### src/hw/aosc_map.svh
/*
 Constant map of the axis override and stop control block: error codes,
 speed limits, widths and reset values.
 Assumes inclusion by its bare name from the package and design modules.
*/
`ifndef AOSC_MAP_SVH
`define AOSC_MAP_SVH

// ****************************************************************
// Error codes.
// ****************************************************************
`define AOSC_ERR_NONE      16'h0000
`define AOSC_ERR_POS_OVR   16'h016a
`define AOSC_ERR_SPD_OVR   16'h0179
`define AOSC_ERR_ESTOP     16'h01e1
`define AOSC_ERR_EXT_UP    16'h01ec
`define AOSC_ERR_EXT_LO    16'h01ed
`define AOSC_ERR_EXT_DIR   16'h01ef
`define AOSC_ERR_SW_UP     16'h01f5
`define AOSC_ERR_SW_LO     16'h01f6

// ****************************************************************
// Speed limits in pulses per second.
// ****************************************************************
`define AOSC_SPD_MIN       32'h00000001
`define AOSC_SPD_MAX       32'h000186a0

// ****************************************************************
// Widths and reset values.
// ****************************************************************
`define AOSC_POS_W         32
`define AOSC_ERR_W         16
`define AOSC_SPD_RST       32'h00000000

`endif

### src/hw/aosc_pkg.sv
/*
 Types shared by the axis override and stop control block.
 Assumes aosc_map.svh is on the include path.
*/
`include "aosc_map.svh"

package aosc_pkg;

  // ****************************************************************
  // Motion section of the running step.
  // ****************************************************************
  typedef enum logic [4:0] {
    SEC_IDLE  = 5'b00001,
    SEC_ACC   = 5'b00010,
    SEC_CONST = 5'b00100,
    SEC_DEC   = 5'b01000,
    SEC_DWELL = 5'b10000
  } aosc_sec_e;

  // ****************************************************************
  // Axis stop state.
  // ****************************************************************
  typedef enum logic [3:0] {
    ST_RUN    = 4'b0001,
    ST_DECSTP = 4'b0010,
    ST_HALT   = 4'b0100,
    ST_NOOUT  = 4'b1000
  } aosc_stop_e;

  // Operation mode of the axis.
  typedef enum logic [2:0] {
    MODE_POS   = 3'b001,
    MODE_SPEED = 3'b010,
    MODE_HOME  = 3'b100
  } aosc_mode_e;

  typedef logic signed [`AOSC_POS_W-1:0] aosc_pos_t;

endpackage

### src/hw/aosc_pin_sync.sv
/*
 Three flip-flop synchroniser with agreement filter for pin inputs.
 Assumes a single clock domain clk_sys and synchronous reset.
*/
`timescale 1ns/10ps

module aosc_pin_sync #(
  parameter int WIDTH = 4
) (
  // Clock and reset.
  input  wire logic             clk_sys,
  input  wire logic             rst,
  // Pins in, filtered levels out.
  input  wire logic [WIDTH-1:0] pinIn,
  output logic      [WIDTH-1:0] levelOut
);

  logic [WIDTH-1:0] s1_r;
  logic [WIDTH-1:0] s2_r;
  logic [WIDTH-1:0] s3_r;
  logic [WIDTH-1:0] lvl_r;
  wire  [WIDTH-1:0] agree = ~(s2_r ^ s3_r);
  wire  [WIDTH-1:0] lvl_nxt = (agree & s2_r) | (~agree & lvl_r);

  always_ff @(posedge clk_sys) begin
    if (rst) begin
      s1_r  <= '0;
      s2_r  <= '0;
      s3_r  <= '0;
      lvl_r <= '0;
    end else begin
      s1_r  <= pinIn;
      s2_r  <= s1_r;
      s3_r  <= s2_r;
      lvl_r <= lvl_nxt;
    end
  end

  assign levelOut = lvl_r;

endmodule // aosc_pin_sync

### src/hw/aosc_speed_sel.sv
/*
 Speed override value check and bias clamp.
 Assumes combinational use from the same clock domain.
*/
`timescale 1ns/10ps
`include "aosc_map.svh"

module aosc_speed_sel (
  // Requested and bias speed.
  input  wire logic [31:0] reqSpeed,
  input  wire logic [31:0] biasSpeed,
  // Checked result.
  output logic             inRange,
  output logic      [31:0] useSpeed
);

  // Values from 1 to 100000 pps are accepted.
  assign inRange = (reqSpeed >= `AOSC_SPD_MIN) &&
                   (reqSpeed <= `AOSC_SPD_MAX);
  // A target below bias runs at bias.
  assign useSpeed = (reqSpeed < biasSpeed) ? biasSpeed : reqSpeed;

endmodule // aosc_speed_sel

### src/hw/aosc_axis_ctrl.sv
/*
 Per-axis override and stop control: position override, speed override,
 speed change at position, stop sources, priority, error code, no-output.
 Assumes a pulse generator that follows targetPos and runSpeed and reports
 its motion section, and pin-level limit inputs and an emergency stop command.
*/
`timescale 1ns/10ps
`include "aosc_map.svh"

module aosc_axis_ctrl
  import aosc_pkg::*;
(
  // Clock and reset.
  input  wire logic        clk_sys,
  input  wire logic        rst,
  // Pins.
  input  wire logic        extUpperPin,
  input  wire logic        extLowerPin,
  input  wire logic        dogPin,
  input  wire logic        homePin,
  // Motion status from the pulse generator.
  input  wire logic [4:0]  section,
  input  wire logic [2:0]  opMode,
  input  wire logic        jogActive,
  input  wire logic        interpActive,
  input  wire logic        dirForward,
  input  wire logic        stepDone,
  input  wire logic        stopped,
  input  wire aosc_pos_t   curPos,
  input  wire logic [1:0]  patternSel,
  input  wire logic        absStep,
  input  wire logic        continuous_pattern,
  input  wire logic        modeEndContSeq,
  input  wire logic        homingDone,
  input  wire logic        originSet,
  // Parameters.
  input  wire logic [31:0] biasSpeed,
  input  wire aosc_pos_t   swUpper,
  input  wire aosc_pos_t   swLower,
  // Commands from the sequence program.
  input  wire logic        startCmd,
  input  wire aosc_pos_t   stepTarget,
  input  wire logic [31:0] stepSpeed,
  input  wire logic        restartSame,
  input  wire logic        posOverrideCmd,
  input  wire aosc_pos_t   posOverrideAmt,
  input  wire logic        speed_override_cmd,
  input  wire logic [31:0] speedOverrideVal,
  input  wire logic        speed_change_at_position_cmd,
  input  wire aosc_pos_t   pscPos,
  input  wire logic [31:0] pscSpeed,
  input  wire logic        decStopCmd,
  input  wire logic        estopCmd,
  input  wire logic        peerStop,
  input  wire logic        cancelNoOutCmd,
  // Results to the pulse generator and program.
  output aosc_pos_t        targetPos,
  output logic      [31:0] runSpeed,
  output logic             decelReq,
  output logic             haltReq,
  output logic             pulseEnable,
  output logic             stopPeers,
  output logic             posDone,
  output logic             auxAfterOn,
  output logic             auxCodeClr,
  output logic             noOutput,
  output logic             originValid,
  output logic             dogHomeUse,
  output logic      [15:0] errCode
);

  // ****************************************************************
  // Pin synchronisers.
  // ****************************************************************
  logic [3:0] pinLvl;

  aosc_pin_sync #(.WIDTH(4)) uSync (
    .clk_sys  (clk_sys),
    .rst      (rst),
    .pinIn    ({homePin, dogPin, extLowerPin, extUpperPin}),
    .levelOut (pinLvl)
  );

  // ****************************************************************
  // Registers.
  // ****************************************************************
  aosc_stop_e  stop_r;
  aosc_stop_e  stop_nxt;
  aosc_pos_t   startPos_r;
  aosc_pos_t   target_r;
  aosc_pos_t   pscPos_r;
  logic [31:0] speed_r;
  logic [31:0] pscSpeed_r;
  logic        pscArm_r;
  logic        ovrPend_r;
  logic [15:0] err_r;
  logic        origin_r;
  logic [1:0]  extPrev_r;
  logic        done_r;
  logic        aux_r;
  logic        auxClr_r;
  logic        decStopped_r;

  // ****************************************************************
  // Decoding.
  // ****************************************************************
  wire secAcc   = section == SEC_ACC;
  wire secConst = section == SEC_CONST;
  wire secDec   = section == SEC_DEC;
  wire secDwell = section == SEC_DWELL;
  wire moving   = secAcc | secConst | secDec;
  wire running  = stop_r == ST_RUN;
  wire inHome   = opMode == MODE_HOME;
  wire inSpeed  = opMode == MODE_SPEED;

  // Override amount held as full signed 32-bit count.
  // Start point is the running step's own start, also in continuous.
  aosc_pos_t ovrTarget;
  assign ovrTarget = startPos_r + posOverrideAmt;

  function automatic logic passed(input aosc_pos_t pos, input aosc_pos_t tgt,
                                  input logic fwd);
    passed = fwd ? (pos > tgt) : (pos < tgt);
  endfunction

  wire posOvrOk  = posOverrideCmd & running & moving;
  wire posOvrErr = posOverrideCmd & running & secDwell;
  wire posOvrPassed = passed(curPos, ovrTarget, dirForward);

  logic        spdInRange;
  logic [31:0] spdUse;
  logic        pscInRange;
  logic [31:0] pscUse;

  aosc_speed_sel uSpd (
    .reqSpeed  (speedOverrideVal),
    .biasSpeed (biasSpeed),
    .inRange   (spdInRange),
    .useSpeed  (spdUse)
  );

  aosc_speed_sel uPsc (
    .reqSpeed  (pscSpeed),
    .biasSpeed (biasSpeed),
    .inRange   (pscInRange),
    .useSpeed  (pscUse)
  );

  wire spdOk  = speed_override_cmd & running & (secAcc | secConst) &
                spdInRange;
  wire spdErr = speed_override_cmd & running & (secDec | secDwell);
  wire pscOk  = speed_change_at_position_cmd & running & modeEndContSeq &
                (secAcc | secConst) & pscInRange;
  wire pscHit = pscArm_r & running &
                !passed(pscPos_r, curPos, dirForward);

  // Soft limits: off in homing and speed mode, need a set origin.
  wire swCheck = moving & !inHome & !inSpeed & origin_r;
  wire swUpHit = swCheck & (curPos > swUpper);
  wire swLoHit = swCheck & (curPos < swLower);

  // External limits act on the rising edge; jog only toward limit.
  wire extUpRise = pinLvl[0] & ~extPrev_r[0];
  wire extLoRise = pinLvl[1] & ~extPrev_r[1];
  wire extUpHit  = extUpRise & moving & (!jogActive | dirForward);
  wire extLoHit  = extLoRise & moving & (!jogActive | !dirForward);
  wire extWrong  = (extUpHit & !dirForward) | (extLoHit & dirForward);

  // Dog and home pins count only until homing has completed.
  assign dogHomeUse = !homingDone & (pinLvl[2] | pinLvl[3]);

  // Immediate causes beat a deceleration stop.
  wire immStop = estopCmd | extUpHit | extLoHit | swUpHit | swLoHit;
  // A stop on any joined axis stops this one too.
  wire decStop = decStopCmd | (interpActive & peerStop);

  // ****************************************************************
  // Stop state machine.
  // ****************************************************************
  always_comb begin
    stop_nxt = stop_r;
    case (stop_r)
      ST_RUN: begin
        if (estopCmd | extUpHit | extLoHit) begin
          stop_nxt = ST_NOOUT;
        end else if (immStop) begin
          stop_nxt = ST_HALT;
        end else if (decStop | (posOvrOk & posOvrPassed)) begin
          stop_nxt = ST_DECSTP;
        end
      end
      ST_DECSTP: begin
        if (estopCmd | extUpHit | extLoHit) begin
          stop_nxt = ST_NOOUT;
        end else if (immStop) begin
          stop_nxt = ST_HALT;
        end else if (stopped) begin
          stop_nxt = ST_RUN;
        end
      end
      ST_HALT: begin
        if (estopCmd) begin
          stop_nxt = ST_NOOUT;
        end else if (startCmd) begin
          stop_nxt = ST_RUN;
        end
      end
      ST_NOOUT: begin
        if (cancelNoOutCmd & !estopCmd) begin
          stop_nxt = ST_HALT;
        end
      end
      default: stop_nxt = ST_RUN;
    endcase
  end

  // Error code selection, most severe first.
  logic [15:0] errSel;
  always_comb begin
    errSel = err_r;
    if (estopCmd) begin
      errSel = `AOSC_ERR_ESTOP;
    end else if (extWrong) begin
      errSel = `AOSC_ERR_EXT_DIR;
    end else if (extUpHit) begin
      errSel = `AOSC_ERR_EXT_UP;
    end else if (extLoHit) begin
      errSel = `AOSC_ERR_EXT_LO;
    end else if (swUpHit) begin
      errSel = `AOSC_ERR_SW_UP;
    end else if (swLoHit) begin
      errSel = `AOSC_ERR_SW_LO;
    end else if (posOvrErr) begin
      errSel = `AOSC_ERR_POS_OVR;
    end else if (spdErr) begin
      errSel = `AOSC_ERR_SPD_OVR;
    end else if (cancelNoOutCmd & (stop_r == ST_NOOUT)) begin
      errSel = `AOSC_ERR_NONE;
    end
  end

  // Start target: absolute restart moves remainder, incremental full.
  aosc_pos_t startTarget;
  assign startTarget = absStep ? stepTarget :
                       (restartSame ? curPos + stepTarget :
                                      curPos + stepTarget);
  // Absolute target is fixed, so remainder follows from curPos itself.

  // ****************************************************************
  // Step registers.
  // ****************************************************************
  always_ff @(posedge clk_sys) begin
    if (rst) begin
      stop_r     <= ST_RUN;
      startPos_r <= '0;
      target_r   <= '0;
      speed_r    <= `AOSC_SPD_RST;
      pscPos_r   <= '0;
      pscSpeed_r <= `AOSC_SPD_RST;
      pscArm_r   <= 1'b0;
      err_r      <= `AOSC_ERR_NONE;
      extPrev_r  <= 2'b00;
    end else begin
      stop_r    <= stop_nxt;
      err_r     <= errSel;
      extPrev_r <= pinLvl[1:0];
      if (startCmd & (stop_r != ST_NOOUT)) begin
        startPos_r <= curPos;
        target_r   <= startTarget;
        speed_r    <= stepSpeed;
        pscArm_r   <= 1'b0;
      end else begin
        if (continuous_pattern & stepDone) begin
          startPos_r <= curPos;
        end
        if (posOvrOk & !posOvrPassed) begin
          target_r <= ovrTarget;
        end
        if (spdOk) begin
          speed_r <= spdUse;
        end else if (pscHit) begin
          speed_r <= pscSpeed_r;
        end
        if (pscOk) begin
          pscPos_r   <= pscPos;
          pscSpeed_r <= pscUse;
          pscArm_r   <= 1'b1;
        end else if (pscHit | !running) begin
          pscArm_r <= 1'b0;
        end
      end
    end
  end

  // ****************************************************************
  // Origin, completion and auxiliary code.
  // ****************************************************************
  always_ff @(posedge clk_sys) begin
    if (rst) begin
      origin_r     <= 1'b0;
      done_r       <= 1'b0;
      aux_r        <= 1'b0;
      auxClr_r     <= 1'b0;
      decStopped_r <= 1'b0;
    end else begin
      if (estopCmd) begin
        origin_r <= 1'b0;
      end else if (originSet) begin
        origin_r <= 1'b1;
      end
      if (stop_r == ST_DECSTP) begin
        decStopped_r <= 1'b1;
      end else if (startCmd) begin
        decStopped_r <= 1'b0;
      end
      // No completion after a deceleration stop.
      done_r   <= stepDone & running & !decStopped_r;
      aux_r    <= stepDone & running & !decStopped_r;
      auxClr_r <= estopCmd;
    end
  end

  // ****************************************************************
  // Outputs.
  // ****************************************************************
  assign targetPos   = target_r;
  assign runSpeed    = speed_r;
  assign decelReq    = stop_r == ST_DECSTP;
  assign haltReq     = (stop_r == ST_HALT) | (stop_r == ST_NOOUT);
  assign pulseEnable = stop_r != ST_NOOUT;
  assign noOutput    = stop_r == ST_NOOUT;
  assign stopPeers   = interpActive & (stop_r != ST_RUN);
  assign posDone     = done_r;
  assign auxAfterOn  = aux_r;
  assign auxCodeClr  = auxClr_r;
  assign originValid = origin_r;
  assign errCode     = err_r;

  // ****************************************************************
  // Assertions.
  // ****************************************************************
  a_estop_noout: assert property (@(posedge clk_sys) disable iff (rst)
    estopCmd |=> noOutput && !pulseEnable && errCode == 16'h01e1)
    else $error("Emergency stop did not force no output.");

  a_cancel_clear: assert property (@(posedge clk_sys) disable iff (rst)
    (noOutput && cancelNoOutCmd && !estopCmd) |=>
      !noOutput && errCode == 16'h0000)
    else $error("Cancel did not clear no output and error.");

  a_dwell_por: assert property (@(posedge clk_sys) disable iff (rst)
    posOvrErr && !immStop |=> errCode == 16'h016a)
    else $error("Dwell override missed error code.");

  a_spd_reject: assert property (@(posedge clk_sys) disable iff (rst)
    spdErr && !immStop && !posOvrErr && !startCmd && !pscHit |=>
      errCode == 16'h0179 && $stable(runSpeed))
    else $error("Speed override in dec or dwell mishandled.");

  a_bias_clamp: assert property (@(posedge clk_sys) disable iff (rst)
    spdOk && !startCmd |=> runSpeed >= biasSpeed)
    else $error("Override speed fell below bias.");

  a_pos_retarget: assert property (@(posedge clk_sys) disable iff (rst)
    posOvrOk && !posOvrPassed && !startCmd |=>
      targetPos == $past(startPos_r) + $past(posOverrideAmt))
    else $error("Override target not start plus amount.");

  a_decstop_nodone: assert property (@(posedge clk_sys) disable iff (rst)
    decelReq |=> !posDone && !auxAfterOn)
    else $error("Completion raised after deceleration stop.");

  a_imm_priority: assert property (@(posedge clk_sys) disable iff (rst)
    decelReq && immStop |=> haltReq)
    else $error("Immediate stop lost to deceleration stop.");

  a_origin_lost: assert property (@(posedge clk_sys) disable iff (rst)
    estopCmd |=> !originValid)
    else $error("Origin still valid after emergency stop.");

  a_swlim_home: assert property (@(posedge clk_sys) disable iff (rst)
    (inHome || inSpeed) && running && !estopCmd && !extUpHit &&
      !extLoHit |=> !haltReq)
    else $error("Soft limit checked in homing or speed mode.");

endmodule // aosc_axis_ctrl

### config.mk
export PLATFORM = sky130hd
export DESIGN_NAME = aosc_axis_ctrl
export DESIGN_NICKNAME = d
export VERILOG_FILES = /design/src/hw/aosc_pkg.sv /design/src/hw/aosc_pin_sync.sv /design/src/hw/aosc_speed_sel.sv /design/src/hw/aosc_axis_ctrl.sv
export VERILOG_INCLUDE_DIRS = /design/src /design/src/hw
export SDC_FILE = /design/constraint.sdc
export NUM_CORES = 1
export LEC_CHECK = 0
export BUFFER_PORTS_ARGS = -buffer_cell sky130_fd_sc_hd__buf_2
export CAP_MARGIN = 20
export CORE_MARGIN = 2
export CORE_UTILIZATION = 45
export DETAILED_ROUTE_END_ITERATION = 7
export PLACE_DENSITY_LB_ADDON = 0.12
export SLEW_MARGIN = 20
export SYNTH_ARGS = -nofsm -noshare
export SYNTH_HDL_FRONTEND = slang
export SYNTH_SLANG_ARGS = --single-unit
### constraint.sdc
create_clock -name clk_sys -period 6.9 [get_ports clk_sys]
set_input_delay 1.035 -clock clk_sys [delete_from_list [all_inputs] [get_ports clk_sys]]
set_output_delay 1.035 -clock clk_sys [all_outputs]
set_load 0.02 [all_outputs]
==> qor.json <==
{
  "post_layout_nonfiller_instances": 2969,
  "post_synth_edffs": 0,
  "max_clock_freq_ghz": 0.1549,
  "synth_top_flop_cell": "sky130_fd_sc_hd__dfxtp_1",
  "timing.critical_path.slowest_stage_cell": "sky130_fd_sc_hd__o41a_1",
  "total_negative_setup_slack_ns": 0,
  "remaining_drc_errors": 0,
  "crit-reg2reg-capture": "targetPos[12]",
  "cts.hold.buffers_added": 0,
  "cts_root_buf": "sky130_fd_sc_hd__clkbuf_16",
  "r2r_start": "startPos_r[0]",
  "post-route-min-period_ns": 6.457,
  "die-area_um2": 39020,
  "place.port_buffers": 434,
  "post-synth-top-area-fraction": 0.2304,
  "synthesis.yosys.warnings": 0,
  "timing.critical_path.arrival_ns": 6.81,
  "postLayoutSetupSlackWorst_ns": 0.4425,
  "hold_slack_ns": 0.4385,
  "avgViaCountPerCell": 5.810,
  "gp_congestion": 0.9178,
  "post_route_cells_drive_above_1_share": 0.2348,
  "crit_end": "targetPos[12]",
  "layout_worst_path_cycle_share": 0.9359,
  "num_rows": 70,
  "ys_seq_area_frac": 0.2304,
  "first_pass_grt_wire_length_um": 93030,
  "fin_worst_skew_ns": 0.009909,
  "critical_path.n_buffers_inverters": 4,
  "first_global_vias": 16710,
  "synthDominantAreaCellType": "sky130_fd_sc_hd__dfxtp_1",
  "worstSetupStartpoint": "posOverrideAmt[0]",
  "detailedPlace.worstSlack_ns": 0.06343,
  "grt_setup_unrepaired": "false",
  "final-max-slew-violation-count": 0,
  "placed_cells_incl_taps": 2928,
  "multi_input_comb_area_um2": 12020,
  "num-nets-final": 3086,
  "category_of_cells_accounting_for_the_largest_share_of_critical_path_delay": "compound AO/OA/AOI/OAI gates",
  "tritoncts.num_buffers": 17,
  "cts_max_path_buffers": 2,
  "cts_repair_resize_count": 0,
  "firstDrtPassIters": 7,
  "worstSetupPathType": "input pin to flip-flop",
  "run_status": "finished, final reports clean",
  "clkLatencyLatePin_ns": 0.46,
  "required_ns": 7.26,
  "vias": 17250,
  "drt_wl_total_um": 62300,
  "worstMarginPinSlew_ns": 1.057,
  "initial_standard_cell_utilization_of_the_core": 0.4582,
  "worst_path_largest_cell_delay_ns": 0.47,
  "io_pins": 445,
  "hold_class": "flip-flop to flip-flop",
  "ys_types": 84,
  "post_drt_wl_per_cell_um": 20.98,
  "cts.sinks": 194,
  "cellPowerDensity_nw_per_um2": 183.0,
  "initial_antenna_violation_count": 13,
  "power.total_mw": 3.684,
  "power.ir.vdd_worst_uv": 183.6,
  "floorplan.core_area_um2": 36790,
  "post-dp-hpwl_um": 49000,
  "post_syn_instances": 2095,
  "max-cap-violations": 0,
  "timing.critical_path.from_type": "input pin",
  "netlist_top_cells_area": "sky130_fd_sc_hd__dfxtp_1 23%, sky130_fd_sc_hd__ha_1 19%, sky130_fd_sc_hd__a21oi_1 6.7%",
  "cts_setup_buffers": 0,
  "cts_max_level": 4,
  "ff_latch_area_um2": 3884,
  "grt_usage": 0.3107,
  "die_w_um": 197.5,
  "crit_path_max_fanout": 33,
  "grt_remaining_overflow": 0,
  "drtIter0Drc": 1029,
  "hold_path.startpoint": "decStopped_r",
  "critPathMostFrequentCell": "sky130_fd_sc_hd__buf_4",
  "final_hold_viol_count": 0,
  "timing.critical_path.depth": 25,
  "ff2ff_path_depth": 24,
  "postSynth.asyncResetShare": 0,
  "pin_count_of_the_biggest_net_entering_global_routing": 84,
  "antenna_violating_nets_post_route": 0,
  "die_h_um": 197.5,
  "nFillCells": 3539,
  "syn_area_um2": 16860,
  "timing.reg2reg.setup_slack_ns": 0.81,
  "synth.ff_latch_count": 194,
  "max_slew_margin_vs_limit": 0.2943,
  "cts_tree": "yes",
  "p_leak_nw": 9.666,
  "clkSlewWorstSetupHoldPaths_ns": 0.07,
  "timing.critical_path.to_type": "flip-flop",
  "setup-violations-final": 0,
  "layout-area-overhead-vs-synth_pct": 19.44,
  "postSynthAreaPerCell_um2": 8.046
}
-- metrics by stage --
stage / instance area (µm²) / utilization
6_report: 20130 / 0.5473
5_1_grt: 20130 / 0.5472
4_1_cts: 20100 / 0.5465
3_5_place_dp: 19480 / 0.5295
3_3_place_gp: 19480 / 0.5295
2_1_floorplan: 16880 / -
-- final cells by class --
type                            count  share of cell area
Antenna cell                       10            0.001243
Multi-Input combinational cell   1644              0.5972
Sequential cell                   194              0.1929
Clock buffer                       20             0.02219
Tap cell                          468             0.02908
Timing Repair Buffer              460              0.1183
Inverter                          162             0.03020
Clock inverter                     11            0.008887
-- cell families (layout without fill, tap and decap cells) --
kind of cell               after synthesis  in the layout  share of synthesized area
AOI/OAI and AO/OA                      640            640                     0.2530
and+or+nand+nor                        578            578                     0.1669
buffers and inverters                  263            653                    0.06205
adders and majority gates              252            252                     0.1879
DFF                                    194            194                     0.2304
muxes                                  105            105                    0.06732
xor gates and xnor gates                62             62                    0.03221
other                                    1             17                  0.0002225
-- worst min-delay path by stage --
stage | depth (start not counted) | slack (ns) | end
CTS | 1 | 0.44 | auxAfterOn
floorplan | 1 | 0.40 | auxAfterOn
global placement | 1 | 0.42 | uSync.s2_r[2]
global route | 1 | 0.46 | auxAfterOn
detailed placement | 1 | 0.43 | auxAfterOn
finish | 1 | 0.44 | auxAfterOn
-- power breakdown --
group          total [mW]  switching (mW)  internal (mW)
combinational        1.34           0.804          0.541
sequential           1.24          0.0494           1.19
clock                1.10           0.482          0.620
total                3.68            1.34           2.35
-- cells in the final DEF (no fill, tap or decap), types with 12 or more instances in the layout --
master,count
sky130_fd_sc_hd__nor4_1,17
sky130_fd_sc_hd__and3_1,12
sky130_fd_sc_hd__mux2_2,65
sky130_fd_sc_hd__mux2i_1,38
sky130_fd_sc_hd__nor2_1,87
sky130_fd_sc_hd__a211oi_1,41
sky130_fd_sc_hd__xnor2_1,26
sky130_fd_sc_hd__nand3_1,24
sky130_fd_sc_hd__xor2_1,36
sky130_fd_sc_hd__ha_1,250
sky130_fd_sc_hd__or3_1,23
sky130_fd_sc_hd__dfxtp_1,194
sky130_fd_sc_hd__nor2b_1,40
sky130_fd_sc_hd__o21ai_0,80
sky130_fd_sc_hd__nand4_1,39
sky130_fd_sc_hd__nand2b_1,23
sky130_fd_sc_hd__buf_4,26
sky130_fd_sc_hd__a21oi_1,225
sky130_fd_sc_hd__inv_1,162
sky130_fd_sc_hd__a21o_1,94
sky130_fd_sc_hd__nand2_1,236
sky130_fd_sc_hd__o221ai_1,33
sky130_fd_sc_hd__nor3_1,28
sky130_fd_sc_hd__buf_2,433
sky130_fd_sc_hd__o21a_1,19
sky130_fd_sc_hd__clkbuf_16,17
sky130_fd_sc_hd__a311oi_1,23
-- cell usage after synthesis, drive strengths merged, types with 12 or more instances --
cell / count
xnor2: 26
a21oi: 227
ha: 250
inv: 162
xor2: 36
o21ai: 82
a311oi: 23
o21a: 19
dfxtp: 194
nand2: 237
mux2i: 38
nor3: 30
nor4: 19
a211oi: 43
buf: 25
nor2b: 40
a21o: 94
and3: 12
nand3: 24
nor2: 89
clkbuf: 76
o221ai: 34
nand2b: 24
mux2: 67
nand4: 39
or3: 23
-- sequential cells by signal, indices dropped and copies added (netlist names), named ones only --
name	count
pscSpeed_r	32
uSync.s2_r	4
runSpeed	32
startPos_r	32
targetPos	32
auxAfterOn	1
stop_r	4
originValid	1
decStopped_r	1
uSync.s1_r	4
auxCodeClr	1
pscArm_r	1
uSync.s3_r	4
extPrev_r	2
errCode	7
pscPos_r	32
-- per-layer routing --
metal,wire length [µm],up-vias,track usage,share of wire
met5,44,-,0,0.00071
met4,2923,6,0.1593,0.047
met3,4413,123,0.06010,0.071
met2,28670,619,0.5172,0.46
met1,26250,8078,0.3814,0.42
li1,-,8423,-,-
(Power assumes the default switching activity.)
